[config.mk]
export PLATFORM = sky130hd
export DESIGN_NAME = eight_bit_ir_timer
export DESIGN_NICKNAME = d
export VERILOG_FILES = /design/src/ir_timer_pkg.sv /design/src/eight_bit_ir_timer.sv
export SDC_FILE = /design/constraint.sdc
export NUM_CORES = 1
export LEC_CHECK = 0
export ABC_AREA = 1
export ABC_CLOCK_PERIOD_IN_PS = 3800
export BUFFER_PORTS_ARGS = -buffer_cell sky130_fd_sc_hd__buf_2
export CAP_MARGIN = 30
export CORE_ASPECT_RATIO = 2
export CORE_UTILIZATION = 45
export DETAILED_ROUTE_END_ITERATION = 16
export MAX_ROUTING_LAYER = met4
export PLACE_DENSITY_LB_ADDON = 0.08
export SLEW_MARGIN = 10
export SYNTH_ARGS = -nofsm -noshare
export SYNTH_HDL_FRONTEND = slang
export SYNTH_SLANG_ARGS = --single-unit
[constraint.sdc]
create_clock -name pclk -period 3.8 [get_ports pclk]
set_input_delay 0.19 -clock pclk [delete_from_list [all_inputs] [get_ports pclk]]
set_output_delay 0.19 -clock pclk [all_outputs]
set_load 0.01 [all_outputs]
[src/ir_timer_pkg.sv]
// Package with register map, field positions and reset values of the eight-bit IR timer.
package ir_timer_pkg;

  // ****************************************************************
  // Register byte offsets
  // ****************************************************************
  localparam logic [7:0] OFF_MAIN_CTRL = 8'h00;
  localparam logic [7:0] OFF_MODE_CTRL = 8'h04;
  localparam logic [7:0] OFF_TIMER_CTRL = 8'h08;
  localparam logic [7:0] OFF_HIGH_RELOAD = 8'h0C;
  localparam logic [7:0] OFF_LOW_RELOAD = 8'h10;
  localparam logic [7:0] OFF_RISE_CAPTURE = 8'h14;
  localparam logic [7:0] OFF_FALL_CAPTURE = 8'h18;
  localparam logic [7:0] OFF_COUNT = 8'h1C;

  // ****************************************************************
  // Main control fields
  // ****************************************************************
  localparam int MAIN_SINGLE_BIT = 6;
  localparam int MAIN_TIMEOUT_BIT = 5;
  localparam int MAIN_EDGE_IE_BIT = 2;
  localparam int MAIN_TIMEOUT_IE_BIT = 1;
  localparam int MAIN_OUT_EN_BIT = 0;

  // ****************************************************************
  // Mode control fields
  // ****************************************************************
  localparam int MODE_DEMOD_BIT = 7;
  localparam int MODE_PIN_SEL_BIT = 6;
  localparam int MODE_EDGE_HI = 5;
  localparam int MODE_EDGE_LO = 4;
  localparam int MODE_FILT_HI = 3;
  localparam int MODE_FILT_LO = 2;
  localparam int MODE_INIT_BIT = 1;
  localparam int MODE_FALL_FLAG_BIT = 0;
  localparam int MODE_RISE_FLAG_BIT = 1;

  // ****************************************************************
  // Timer control fields and edge selections
  // ****************************************************************
  localparam int TCTRL_ENABLE_BIT = 0;
  localparam int TCTRL_DIV_HI = 7;
  localparam int TCTRL_DIV_LO = 4;
  localparam logic [1:0] EDGE_NONE = 2'h0;
  localparam logic [1:0] EDGE_RISE = 2'h1;
  localparam logic [1:0] EDGE_FALL = 2'h2;
  localparam logic [1:0] EDGE_BOTH = 2'h3;

  // ****************************************************************
  // Constants and reset values
  // ****************************************************************
  localparam logic [7:0] COUNT_MAX = 8'hFF;
  localparam logic [7:0] RESET_BYTE = 8'h00;
  localparam logic [3:0] FILTER_STEP = 4'h4;

endpackage : ir_timer_pkg

[src/eight_bit_ir_timer.sv]
// Eight-bit IR transmit and demodulation timer with an APB register port.
//
// Overview of operation
// - Edge detector watches selected input, emits rise or fall pulse per edge select.
// - Pulses narrower than the glitch filter setting are discarded.
// - While disabled, timer output shows inverse of initial-value bit.
// - On enable output takes initial value; load low or high reload accordingly.
// - Single-pass counts to zero, stops, toggles output, sets timeout, interrupts.
// - Modulo-N first terminal count toggles output without interrupt.
// - Modulo-N reloads per output level, toggles, sets timeout, repeats forever.
// - Reload registers writable anytime; new value used at next reload.
// - Reload of zero wraps through FFh; reload of one is unsupported.
// - Wrap from zero to FFh is no timeout.
// - Demodulation expects FFh reloads; counting starts at first selected edge.
// - Later edges capture complemented count into rise or fall capture.
// - Capture sets edge flag, may interrupt, reloads FFh and counts on.
// - Demodulation zero sets timeout, may interrupt, continues from FFh.
// - Timeout status clears only by writing one to it.
// - Writing enable one starts, zero stops; reading returns running state.
`timescale 1ns/1ps

module eight_bit_ir_timer
  import ir_timer_pkg::*;
#(
  parameter int DIV_W = 4
) (
  input  wire logic        pclk,
  input  wire logic        presetn,
  input  wire logic        psel,
  input  wire logic        penable,
  input  wire logic        pwrite,
  input  wire logic [7:0]  paddr,
  input  wire logic [31:0] pwdata,
  output logic             pready,
  output logic [31:0]      prdata,
  output logic             pslverr,
  input  wire logic        edge_input_a,
  input  wire logic        edge_input_b,
  output logic             timer_output,
  output logic             timer_output_en,
  output logic             irq
);
  import ir_timer_pkg::*;

  // ****************************************************************
  // State
  // ****************************************************************
  typedef enum logic [1:0] {ST_IDLE, ST_WAIT_EDGE, ST_COUNT, ST_DONE} run_state_t;

  typedef struct packed {
    logic [7:0]       main_ctrl;
    logic [7:0]       mode_ctrl;
    logic [3:0]       div_sel;
    logic             enable;
    logic [7:0]       high_reload;
    logic [7:0]       low_reload;
    logic [7:0]       rise_cap;
    logic [7:0]       fall_cap;
    logic [7:0]       count;
    logic             tout;
    logic             first_tc;
    run_state_t       run;
    logic [DIV_W-1:0] div_cnt;
    logic             filt_level;
    logic [5:0]       filt_cnt;
    logic             irq;
    logic [31:0]      rdata;
    logic             ready;
    logic             slverr;
  } state_t;

  state_t s_q;
  state_t s_d;

  logic             access;
  logic             wr;
  logic             tick;
  logic             raw_in;
  logic [5:0]       filt_min;
  logic             new_level;
  logic             rise_p;
  logic             fall_p;
  logic             sel_edge;
  logic [1:0]       esel;
  logic [31:0]      rd_mux;

  always_comb begin
    s_d = s_q;

    // ****************************************************************
    // Bus access
    // ****************************************************************
    // Pready is registered, so every access carries one wait state.
    access = psel && penable && !s_q.ready;
    // A write lands at the edge where the master sees pready, never earlier.
    wr = psel && penable && s_q.ready && pwrite;
    s_d.ready = access;
    s_d.slverr = 1'b0;
    tick = (s_q.div_cnt == DIV_W'(s_q.div_sel));
    s_d.div_cnt = tick ? '0 : s_q.div_cnt + DIV_W'(1);

    // ****************************************************************
    // Input pin, glitch filter and edge detection
    // ****************************************************************
    // pin select.
    raw_in = s_q.mode_ctrl[MODE_PIN_SEL_BIT] ? edge_input_b : edge_input_a;
    filt_min = 6'(s_q.mode_ctrl[MODE_FILT_HI:MODE_FILT_LO]) * 6'(FILTER_STEP);
    new_level = s_q.filt_level;
    if (raw_in == s_q.filt_level) begin
      s_d.filt_cnt = '0;
    end else if (s_q.filt_cnt + 6'd1 >= filt_min) begin
      // The new level is taken once it has lasted the full minimum width.
      new_level = raw_in;
      s_d.filt_cnt = '0;
    end else begin
      s_d.filt_cnt = s_q.filt_cnt + 6'd1;
    end
    s_d.filt_level = new_level;
    esel = s_q.mode_ctrl[MODE_EDGE_HI:MODE_EDGE_LO];
    rise_p = new_level && !s_q.filt_level && (esel == EDGE_RISE || esel == EDGE_BOTH);
    fall_p = !new_level && s_q.filt_level && (esel == EDGE_FALL || esel == EDGE_BOTH);
    sel_edge = rise_p || fall_p;

    // ****************************************************************
    // Timer engine
    // ****************************************************************
    if (!s_q.enable) begin
      s_d.run = ST_IDLE;
      s_d.tout = ~s_q.mode_ctrl[MODE_INIT_BIT];
    end else begin
      case (s_q.run)
        ST_IDLE: begin
          s_d.tout = s_q.mode_ctrl[MODE_INIT_BIT];
          s_d.count = s_q.mode_ctrl[MODE_INIT_BIT] ? s_q.high_reload : s_q.low_reload;
          s_d.first_tc = 1'b1;
          s_d.run = s_q.mode_ctrl[MODE_DEMOD_BIT] ? ST_WAIT_EDGE : ST_COUNT;
        end
        ST_WAIT_EDGE: begin
          if (sel_edge) begin
            s_d.count = COUNT_MAX;
            s_d.run = ST_COUNT;
          end
        end
        ST_COUNT: begin
          if (s_q.mode_ctrl[MODE_DEMOD_BIT]) begin
            if (sel_edge) begin
              if (rise_p) begin
                s_d.rise_cap = ~s_q.count;
                s_d.mode_ctrl[MODE_RISE_FLAG_BIT] = 1'b1;
              end else begin
                s_d.fall_cap = ~s_q.count;
                s_d.mode_ctrl[MODE_FALL_FLAG_BIT] = 1'b1;
              end
              s_d.count = COUNT_MAX;
            end else if (tick) begin
              if (s_q.count == 8'h01) begin
                s_d.main_ctrl[MAIN_TIMEOUT_BIT] = 1'b1;
              end
              s_d.count = s_q.count - 8'd1;
            end
          end else if (tick) begin
            if (s_q.count == 8'h01) begin
              s_d.tout = ~s_q.tout;
              s_d.first_tc = 1'b0;
              if (s_q.main_ctrl[MAIN_SINGLE_BIT]) begin
                s_d.main_ctrl[MAIN_TIMEOUT_BIT] = 1'b1;
                s_d.count = '0;
                s_d.run = ST_DONE;
              end else begin
                if (!s_q.first_tc) begin
                  s_d.main_ctrl[MAIN_TIMEOUT_BIT] = 1'b1;
                end
                s_d.count = s_q.tout ? s_q.low_reload : s_q.high_reload;
              end
            end else begin
              s_d.count = s_q.count - 8'd1;
            end
          end
        end
        ST_DONE: begin
          // Clearing enable lets software read back that the single pass is over.
          s_d.enable = 1'b0;
        end
        default: s_d.run = ST_IDLE;
      endcase
    end

    // ****************************************************************
    // Register writes
    // ****************************************************************
    // Hardware set beats software clear, except a timeout arriving while the timeout flag is already set.
    if (wr) begin
      case (paddr)
        OFF_MAIN_CTRL: begin
          s_d.main_ctrl[7:6] = pwdata[7:6];
          s_d.main_ctrl[4:0] = pwdata[4:0];
          if (pwdata[MAIN_TIMEOUT_BIT] && !(s_d.main_ctrl[MAIN_TIMEOUT_BIT] && !s_q.main_ctrl[MAIN_TIMEOUT_BIT])) begin
            s_d.main_ctrl[MAIN_TIMEOUT_BIT] = 1'b0;
          end
        end
        OFF_MODE_CTRL: begin
          s_d.mode_ctrl[7:2] = pwdata[7:2];
          if (s_q.mode_ctrl[MODE_DEMOD_BIT]) begin
            if (pwdata[MODE_RISE_FLAG_BIT] && !(rise_p && s_q.run == ST_COUNT)) begin
              s_d.mode_ctrl[MODE_RISE_FLAG_BIT] = 1'b0;
            end
            if (pwdata[MODE_FALL_FLAG_BIT] && !(fall_p && s_q.run == ST_COUNT)) begin
              s_d.mode_ctrl[MODE_FALL_FLAG_BIT] = 1'b0;
            end
          end else begin
            s_d.mode_ctrl[1:0] = pwdata[1:0];
          end
        end
        OFF_TIMER_CTRL: begin
          s_d.enable = pwdata[TCTRL_ENABLE_BIT];
          s_d.div_sel = pwdata[TCTRL_DIV_HI:TCTRL_DIV_LO];
        end
        OFF_HIGH_RELOAD: s_d.high_reload = pwdata[7:0];
        OFF_LOW_RELOAD: s_d.low_reload = pwdata[7:0];
        // Capture and count are read only; the error flag was decided at the access.
        default: ;
      endcase
    end

    // ****************************************************************
    // Read path
    // ****************************************************************
    rd_mux = '0;
    case (paddr)
      OFF_MAIN_CTRL: rd_mux = {24'h0000_00, s_q.main_ctrl};
      OFF_MODE_CTRL: rd_mux = {24'h0000_00, s_q.mode_ctrl};
      OFF_TIMER_CTRL: rd_mux = {24'h0000_00, s_q.div_sel, 3'b000, s_q.enable};
      OFF_HIGH_RELOAD: rd_mux = {24'h0000_00, s_q.high_reload};
      OFF_LOW_RELOAD: rd_mux = {24'h0000_00, s_q.low_reload};
      OFF_RISE_CAPTURE: rd_mux = {24'h0000_00, s_q.rise_cap};
      OFF_FALL_CAPTURE: rd_mux = {24'h0000_00, s_q.fall_cap};
      OFF_COUNT: rd_mux = {24'h0000_00, s_q.count};
      default: rd_mux = '0;
    endcase
    // Writes land one edge after the access is taken, so the error flag for both directions is set here.
    if (access) begin
      if (!pwrite) begin
        s_d.rdata = rd_mux;
      end
      case (paddr)
        OFF_MAIN_CTRL, OFF_MODE_CTRL, OFF_TIMER_CTRL, OFF_HIGH_RELOAD,
        OFF_LOW_RELOAD, OFF_RISE_CAPTURE, OFF_FALL_CAPTURE, OFF_COUNT: s_d.slverr = 1'b0;
        default: s_d.slverr = 1'b1;
      endcase
    end

    // ****************************************************************
    // Interrupt request
    // ****************************************************************
    // Interrupt request follows sticky status gated by enables.
    s_d.irq = (s_d.main_ctrl[MAIN_TIMEOUT_BIT] && s_d.main_ctrl[MAIN_TIMEOUT_IE_BIT]) ||
              (s_d.mode_ctrl[MODE_DEMOD_BIT] && s_d.main_ctrl[MAIN_EDGE_IE_BIT] &&
               (s_d.mode_ctrl[MODE_RISE_FLAG_BIT] || s_d.mode_ctrl[MODE_FALL_FLAG_BIT]));
  end

  // ****************************************************************
  // Registers
  // ****************************************************************
  always_ff @(posedge pclk or negedge presetn) begin
    if (!presetn) begin
      s_q <= '0;
      // The output rests high, the idle level for a cleared initial-value bit.
      s_q.tout <= 1'b1;
      s_q.run <= ST_IDLE;
    end else begin
      s_q <= s_d;
    end
  end

  // ****************************************************************
  // Outputs
  // ****************************************************************
  assign pready = s_q.ready;
  assign prdata = s_q.rdata;
  assign pslverr = s_q.slverr;
  assign timer_output = s_q.tout;
  assign timer_output_en = s_q.main_ctrl[MAIN_OUT_EN_BIT];
  assign irq = s_q.irq;

endmodule : eight_bit_ir_timer

==> After elaboration in Yosys (flattened, before gate mapping) <==
Memory sizes are Yosys's and may differ from the RTL's.
Cells that the tools add are included.
{ "totals": {"input_bits": 47, "n_memories": 1, "rom_bits": 32, "elab_cells": 162, "regBits": 111} }
{ "op_classes": {"bitwise_logic": 5, "n_eq_ne": 29, "n_reduce_logical": 46, "addsub": 3, "muxes": 56, "magnitude_cmp": 1} }
{ "mem_list": {"columns": ["name", "words", "word_bits", "read_ports", "rd_ports_with_merged_regs", "wr", "line", "source"], "rows": [
  ["(name not given)", 32, 1, 1, 0, 0, "eight_bit_ir_timer.sv:245", "case (paddr)"]
]} }
{ "ops": {"columns": ["op", "count"], "rows": [
  ["two-way mux 8 bit", 11],
  ["one-hot mux 8 bit (8 select lines)", 1],
  ["two-way mux 35 bit", 1],
  ["equality test 8 x 5 -> 1 bit, second input constant", 4],
  ["one-hot mux 8 bit (3 select lines)", 1],
  ["two-way mux 1 bit", 23],
  ["!= test 3 bit, second input constant", 7],
  ["AND reduction 5 bit", 4],
  ["two-way mux 2 bit", 9],
  ["two-way mux 6 bit", 3],
  ["logical AND 1 bit", 17],
  ["equality test 8 x 4 -> 1 bit, second input constant", 2],
  ["two-way mux 12 bit", 1],
  ["two-way mux 4 bit", 3],
  ["AND reduction 2 bit", 6],
  ["equality test 2 bit, second input constant", 4],
  ["equality test 8 x 1 -> 1 bit, second input constant", 1],
  ["equality test 8 x 3 -> 1 bit, second input constant", 1],
  ["zero test 8 bit", 1],
  ["!= test 2 bit, second input constant", 4],
  ["inverter 8 bit", 1],
  ["subtractor 8 x 1 -> 8 bit, second input constant", 1],
  ["zero test 1 bit", 7],
  ["adder 6 x 1 -> 6 bit, second input constant", 1],
  ["18 further kinds", 26]
]} }

==> Logic depth before layout (Yosys ltp) <==
{ "logic_depth": {"word_depth": 21, "mapped_depth": 15, "ltp_nobuf": 15} }

==> Worst setup path after synthesis <==
No wires, ideal clock.
{ "synth_timing": {"path_type": "register to register", "startpoint": "register s_q[35] (netlist name)", "endpoint": "register s_q[46] (netlist name)", "n_path_buf": 0, "t_required_ns": 3.671, "slack_ns": 1.702, "arrival_ns": 1.969, "path_stages_with_launch": 14, "setup_time_ns": 0.129, "cell_sequence": "dfrtp_1 -> ha_1 -> xnor2_1 -> ha_1 -> nand2_1 -> nand2_1 -> nand2_1 -> nand2_1 -> nor2_2 -> nand2_4 -> o21ai_4 -> nand2_4 -> o21ai_1 -> o21ai_0"} }
{ "synth_via": {"elab_chain_len": 10, "word_cells_on_any_way": 12, "classes_between": "add/sub (1); order compare (1); eq/ne (1); mux (2); reduce/logical (7)"} }
{ "synth_lines": {"columns": ["item", "line", "source"], "rows": [
  ["start, declared", "eight_bit_ir_timer.sv:72", "state_t s_q;"],
  ["adder 6 x 1 -> 6 bit *", "eight_bit_ir_timer.sv:111", "end else if (s_q.filt_cnt + 6'd1 >= filt_min) begin"],
  [">= comparator 6 x 4 -> 1 bit *", "eight_bit_ir_timer.sv:111", null],
  ["two-way mux 1 bit *", "eight_bit_ir_timer.sv:111", null],
  ["two-way mux 1 bit *", "eight_bit_ir_timer.sv:109", "if (raw_in == s_q.filt_level) begin"],
  ["zero test 1 bit", "eight_bit_ir_timer.sv:121", "fall_p = !new_level && s_q.filt_level && (esel == EDGE_FALL || esel == EDGE_BOTH);"],
  ["logical AND 1 bit (2 in series)", "eight_bit_ir_timer.sv:121", null],
  ["logical OR 1 bit *", "eight_bit_ir_timer.sv:122", "sel_edge = rise_p || fall_p;"],
  ["!= test 3 bit (no source line) *", null, null],
  ["AND reduction 6 bit (no source line) *", null, null]
]} }
Every way passes the cells marked *; elsewhere a longest branch is shown, timed or not.
A chain may end at the register's enable or synchronous reset.

==> reports/qor.yml <==
setup_path:
  max_stage_delay_ps: 420
  path_class: "flop to flop"
  path_common_cell: "nand2_1"
  critPathBufInv: 0
  end_kind: "flop"
  path_cells: "ha_1, xnor2_1, ha_1, nand2_1, nand2_1, nand2_1, nand2_1, nor2_2, nand2_4, nand3_2, nand2_1, a21oi_1, nand2_1, nand2_1, nand2_1"
  r2r_end: "irq"
  cp.required_ps: 4030
  r2r-start: "s_q[35]"
  rrSetupSlack_ps: 1290
  reg2reg_depth: 15
  cp.arrival_ps: 2740
  path_delay_family: "simple AND/OR/NAND/NOR gates"
  slowest_stage: "dfrtp_1"
  crit_fanout: 17
  startpoint_type: "flop"
synthesis:
  ys_seq_elements: 87
  yosys.area_share.simple_pct: 29.5
  synthTopCellsByArea: "dfrtp_1 42%, nand2_1 16%, o21ai_0 6.8%, nand3_1 5.7%, buf_4 4.6%"
  synth_top_family_by_area: "simple AND/OR/NAND/NOR gates"
  netlist_area_mm2: 0.00518
  syn_area_per_cell_um2: 7.45
  yosys_warnings: 0
  synthCells: 695
  synth.top_cell.area_share_pct: 41.6
  synth_cell_types: 41
  synthAdderAreaFrac_pct: 2.66
  synth_compound_area_share_pct: 12.9
  synthMuxAreaShare_pct: 0
  yosysTopAreaCell: "dfrtp_1"
  ys_seq_area_share_pct: 42.1
  synth_xor_area_share_pct: 1.86
sta:
  period_needed_ps: 2510
  period_share_pct: 66.0
  worst_pin_slew_ps: 832
  setup_viol: 0
  grt_setup_unrepaired: "false"
  slew_headroom_pct: 44.3
  fin_setup_tns_ps: 0
  hold_ws_ps: 142
  skew_ps: 8.59
  finalHoldViolCount: 0
  fmax_mhz: 398
  fin_ws_ps: 1290
  timing.final.max_slew_violations: 0
final_layout:
  drive_above_1_share_pct: 11.4
  most-common-layout-cells: "214 x nand2_1, 86 x dfrtp_1, 70 x o21ai_0, 64 x inv_1, 59 x nand3_1"
  mostFrequentLayoutCell: "nand2_1"
  stdcell_count: 871
  final_util_pct: 50.5
  antenna_cells: 0
  area_growth_pct: 10.2
  nets: 782
route:
  wl_per_cell_um: 17.2
  firstDrtPassIters: 5
  vias: 4561
  routed_wl_mm: 15.0
  drc: 0
  first_iter_violations: 247
  ant_nets: 0
  via_per_inst: 5.24
grt:
  grt_pass1_wl_mm: 23.9
  grt_usage_pct: 27.7
  antenna_found_initial: 0
  grt_pass1_vias: 4364
  overflow: 0
  grt_max_degree: 67
placed_design:
  pre_cts_ws_ps: 1300
  hpwl_mm: 11.7
  place_congestion: 0.921
  place_inst: 853
  numPortBuffers: 35
clock_tree:
  cts_buffers: 9
  clk_pin_slew_worst_paths_ps: 70
  post-cts-setup-buffers: 0
  htreeDepth: 3
  cts_sinks: 87
  cts_tree: "built"
  clock_latency_ps: 350
  clockBufferDepth: 2
  cts_root_buffer: "clkbuf_16"
floorplanning:
  dieArea_mm2: 0.0120
  initial_core_util_pct: 45.9
  core_mm2: 0.0113
  die_h_um: 154
  num_rows: 55
  ios: 84
  die_x_um: 77.8
pwr:
  power_leakage_nw: 2.83
  irDropWorstVdd_v: 0.000304
  pwr_density_cell_mw_per_mm2: 359
min_path:
  min_to: "s_q[85]"
  hp-class: "input port to flop"
  min_delay_path_depth: 3
  holdCritStartpoint: "pwdata[3]"
run:
  maxCapViolations: 0
status:
  status: "finished clean"
==> cell usage after synthesis, drive strengths merged <==
master / number
a31oi: 1
dfrtp: 86
o22ai: 2
xor2: 9
nand4: 5
ha: 11
o21bai: 1
conb: 1
nor3: 6
xnor2: 2
o211ai: 7
nor4: 1
inv: 68
nor2: 54
nand3b: 1
o21ai: 81
o2bb2ai: 2
buf: 39
a21boi: 1
dfstp: 1
o2111ai: 3
nand3: 62
clkbuf: 6
a221oi: 1
a22o: 1
clkinv: 3
a21oi: 17
nand2: 223
==> tightest hold or removal path, cell delays in order <==
cell and delay [ps]:
buf_2 80, inv_1 60, o21ai_1 120
==> routing by layer <==
metal  track usage, %  vias up  part of all wire, %  wire length, µm
li1                 -     2249                    -                -
met1             29.0     2155                   37             5540
met2             49.8      118                   55             8320
met3             3.44       39                  2.9              432
met4             14.3        0                  4.8              727
met5                -        -                    0                0
==> per-stage QoR <==
stage / total power, mW / cell area (µm²)
5_1_grt: 2.12 / 5700
2_1_floorplan: 1.04 / 5270
4_1_cts: 2.06 / 5680
3_3_place_gp: 1.08 / 5340
6_report: 2.05 / 5700
3_5_place_dp: 1.08 / 5340
==> kinds of logic after synthesis <==
family          after synthesis
xor+xnor                     11
other cells                   1
fa+ha+maj                    11
compound gates              117
simple gates                352
buf+inv                     116
flops                        87
==> cell type report <==
class / instances / area, µm²
Inverter: 71 / 267
Clock buffer: 10 / 239
Clock inverter: 6 / 91.3
Multi-Input combinational cell: 517 / 2530
Fill cell: 1171 / 5580
Sequential cell: 87 / 2180
Timing Repair Buffer: 38 / 223
Tap cell: 142 / 178
==> timing repair <==
item,in CTS,in global routing
gates resized for setup,0,0
hold buffers,1,0
endpoints found under the hold margin,19,0
==> state kept, by name, summed over array words and instances, names as in the netlist <==
signal,cells
timer_output_en,1
irq,1
s_q,72
timer_output,1
esel,2
pready,1
prdata,8
pslverr,1
==> where the power goes <==
| group | internal (mW) | switching (mW) |
|---|---|---|
| sequential | 0.937 | 0.00990 |
| clock | 0.598 | 0.386 |
| combinational | 0.0318 | 0.0841 |
==> worst max path at each step <==
| stage | startpoint | endpoint | slack (ps) | depth (start not counted) |
|---|---|---|---|---|
| global route | s_q[35] | irq | 970 | 15 |
| global placement | s_q[35] | irq | 1350 | 15 |
| floorplan | s_q[35] | s_q[46] | 1700 | 13 |
| finish | s_q[35] | irq | 1290 | 15 |
| CTS | s_q[35] | irq | 1260 | 15 |
| detailed placement | s_q[35] | irq | 1300 | 15 |
(Power assumes the default switching activity.)
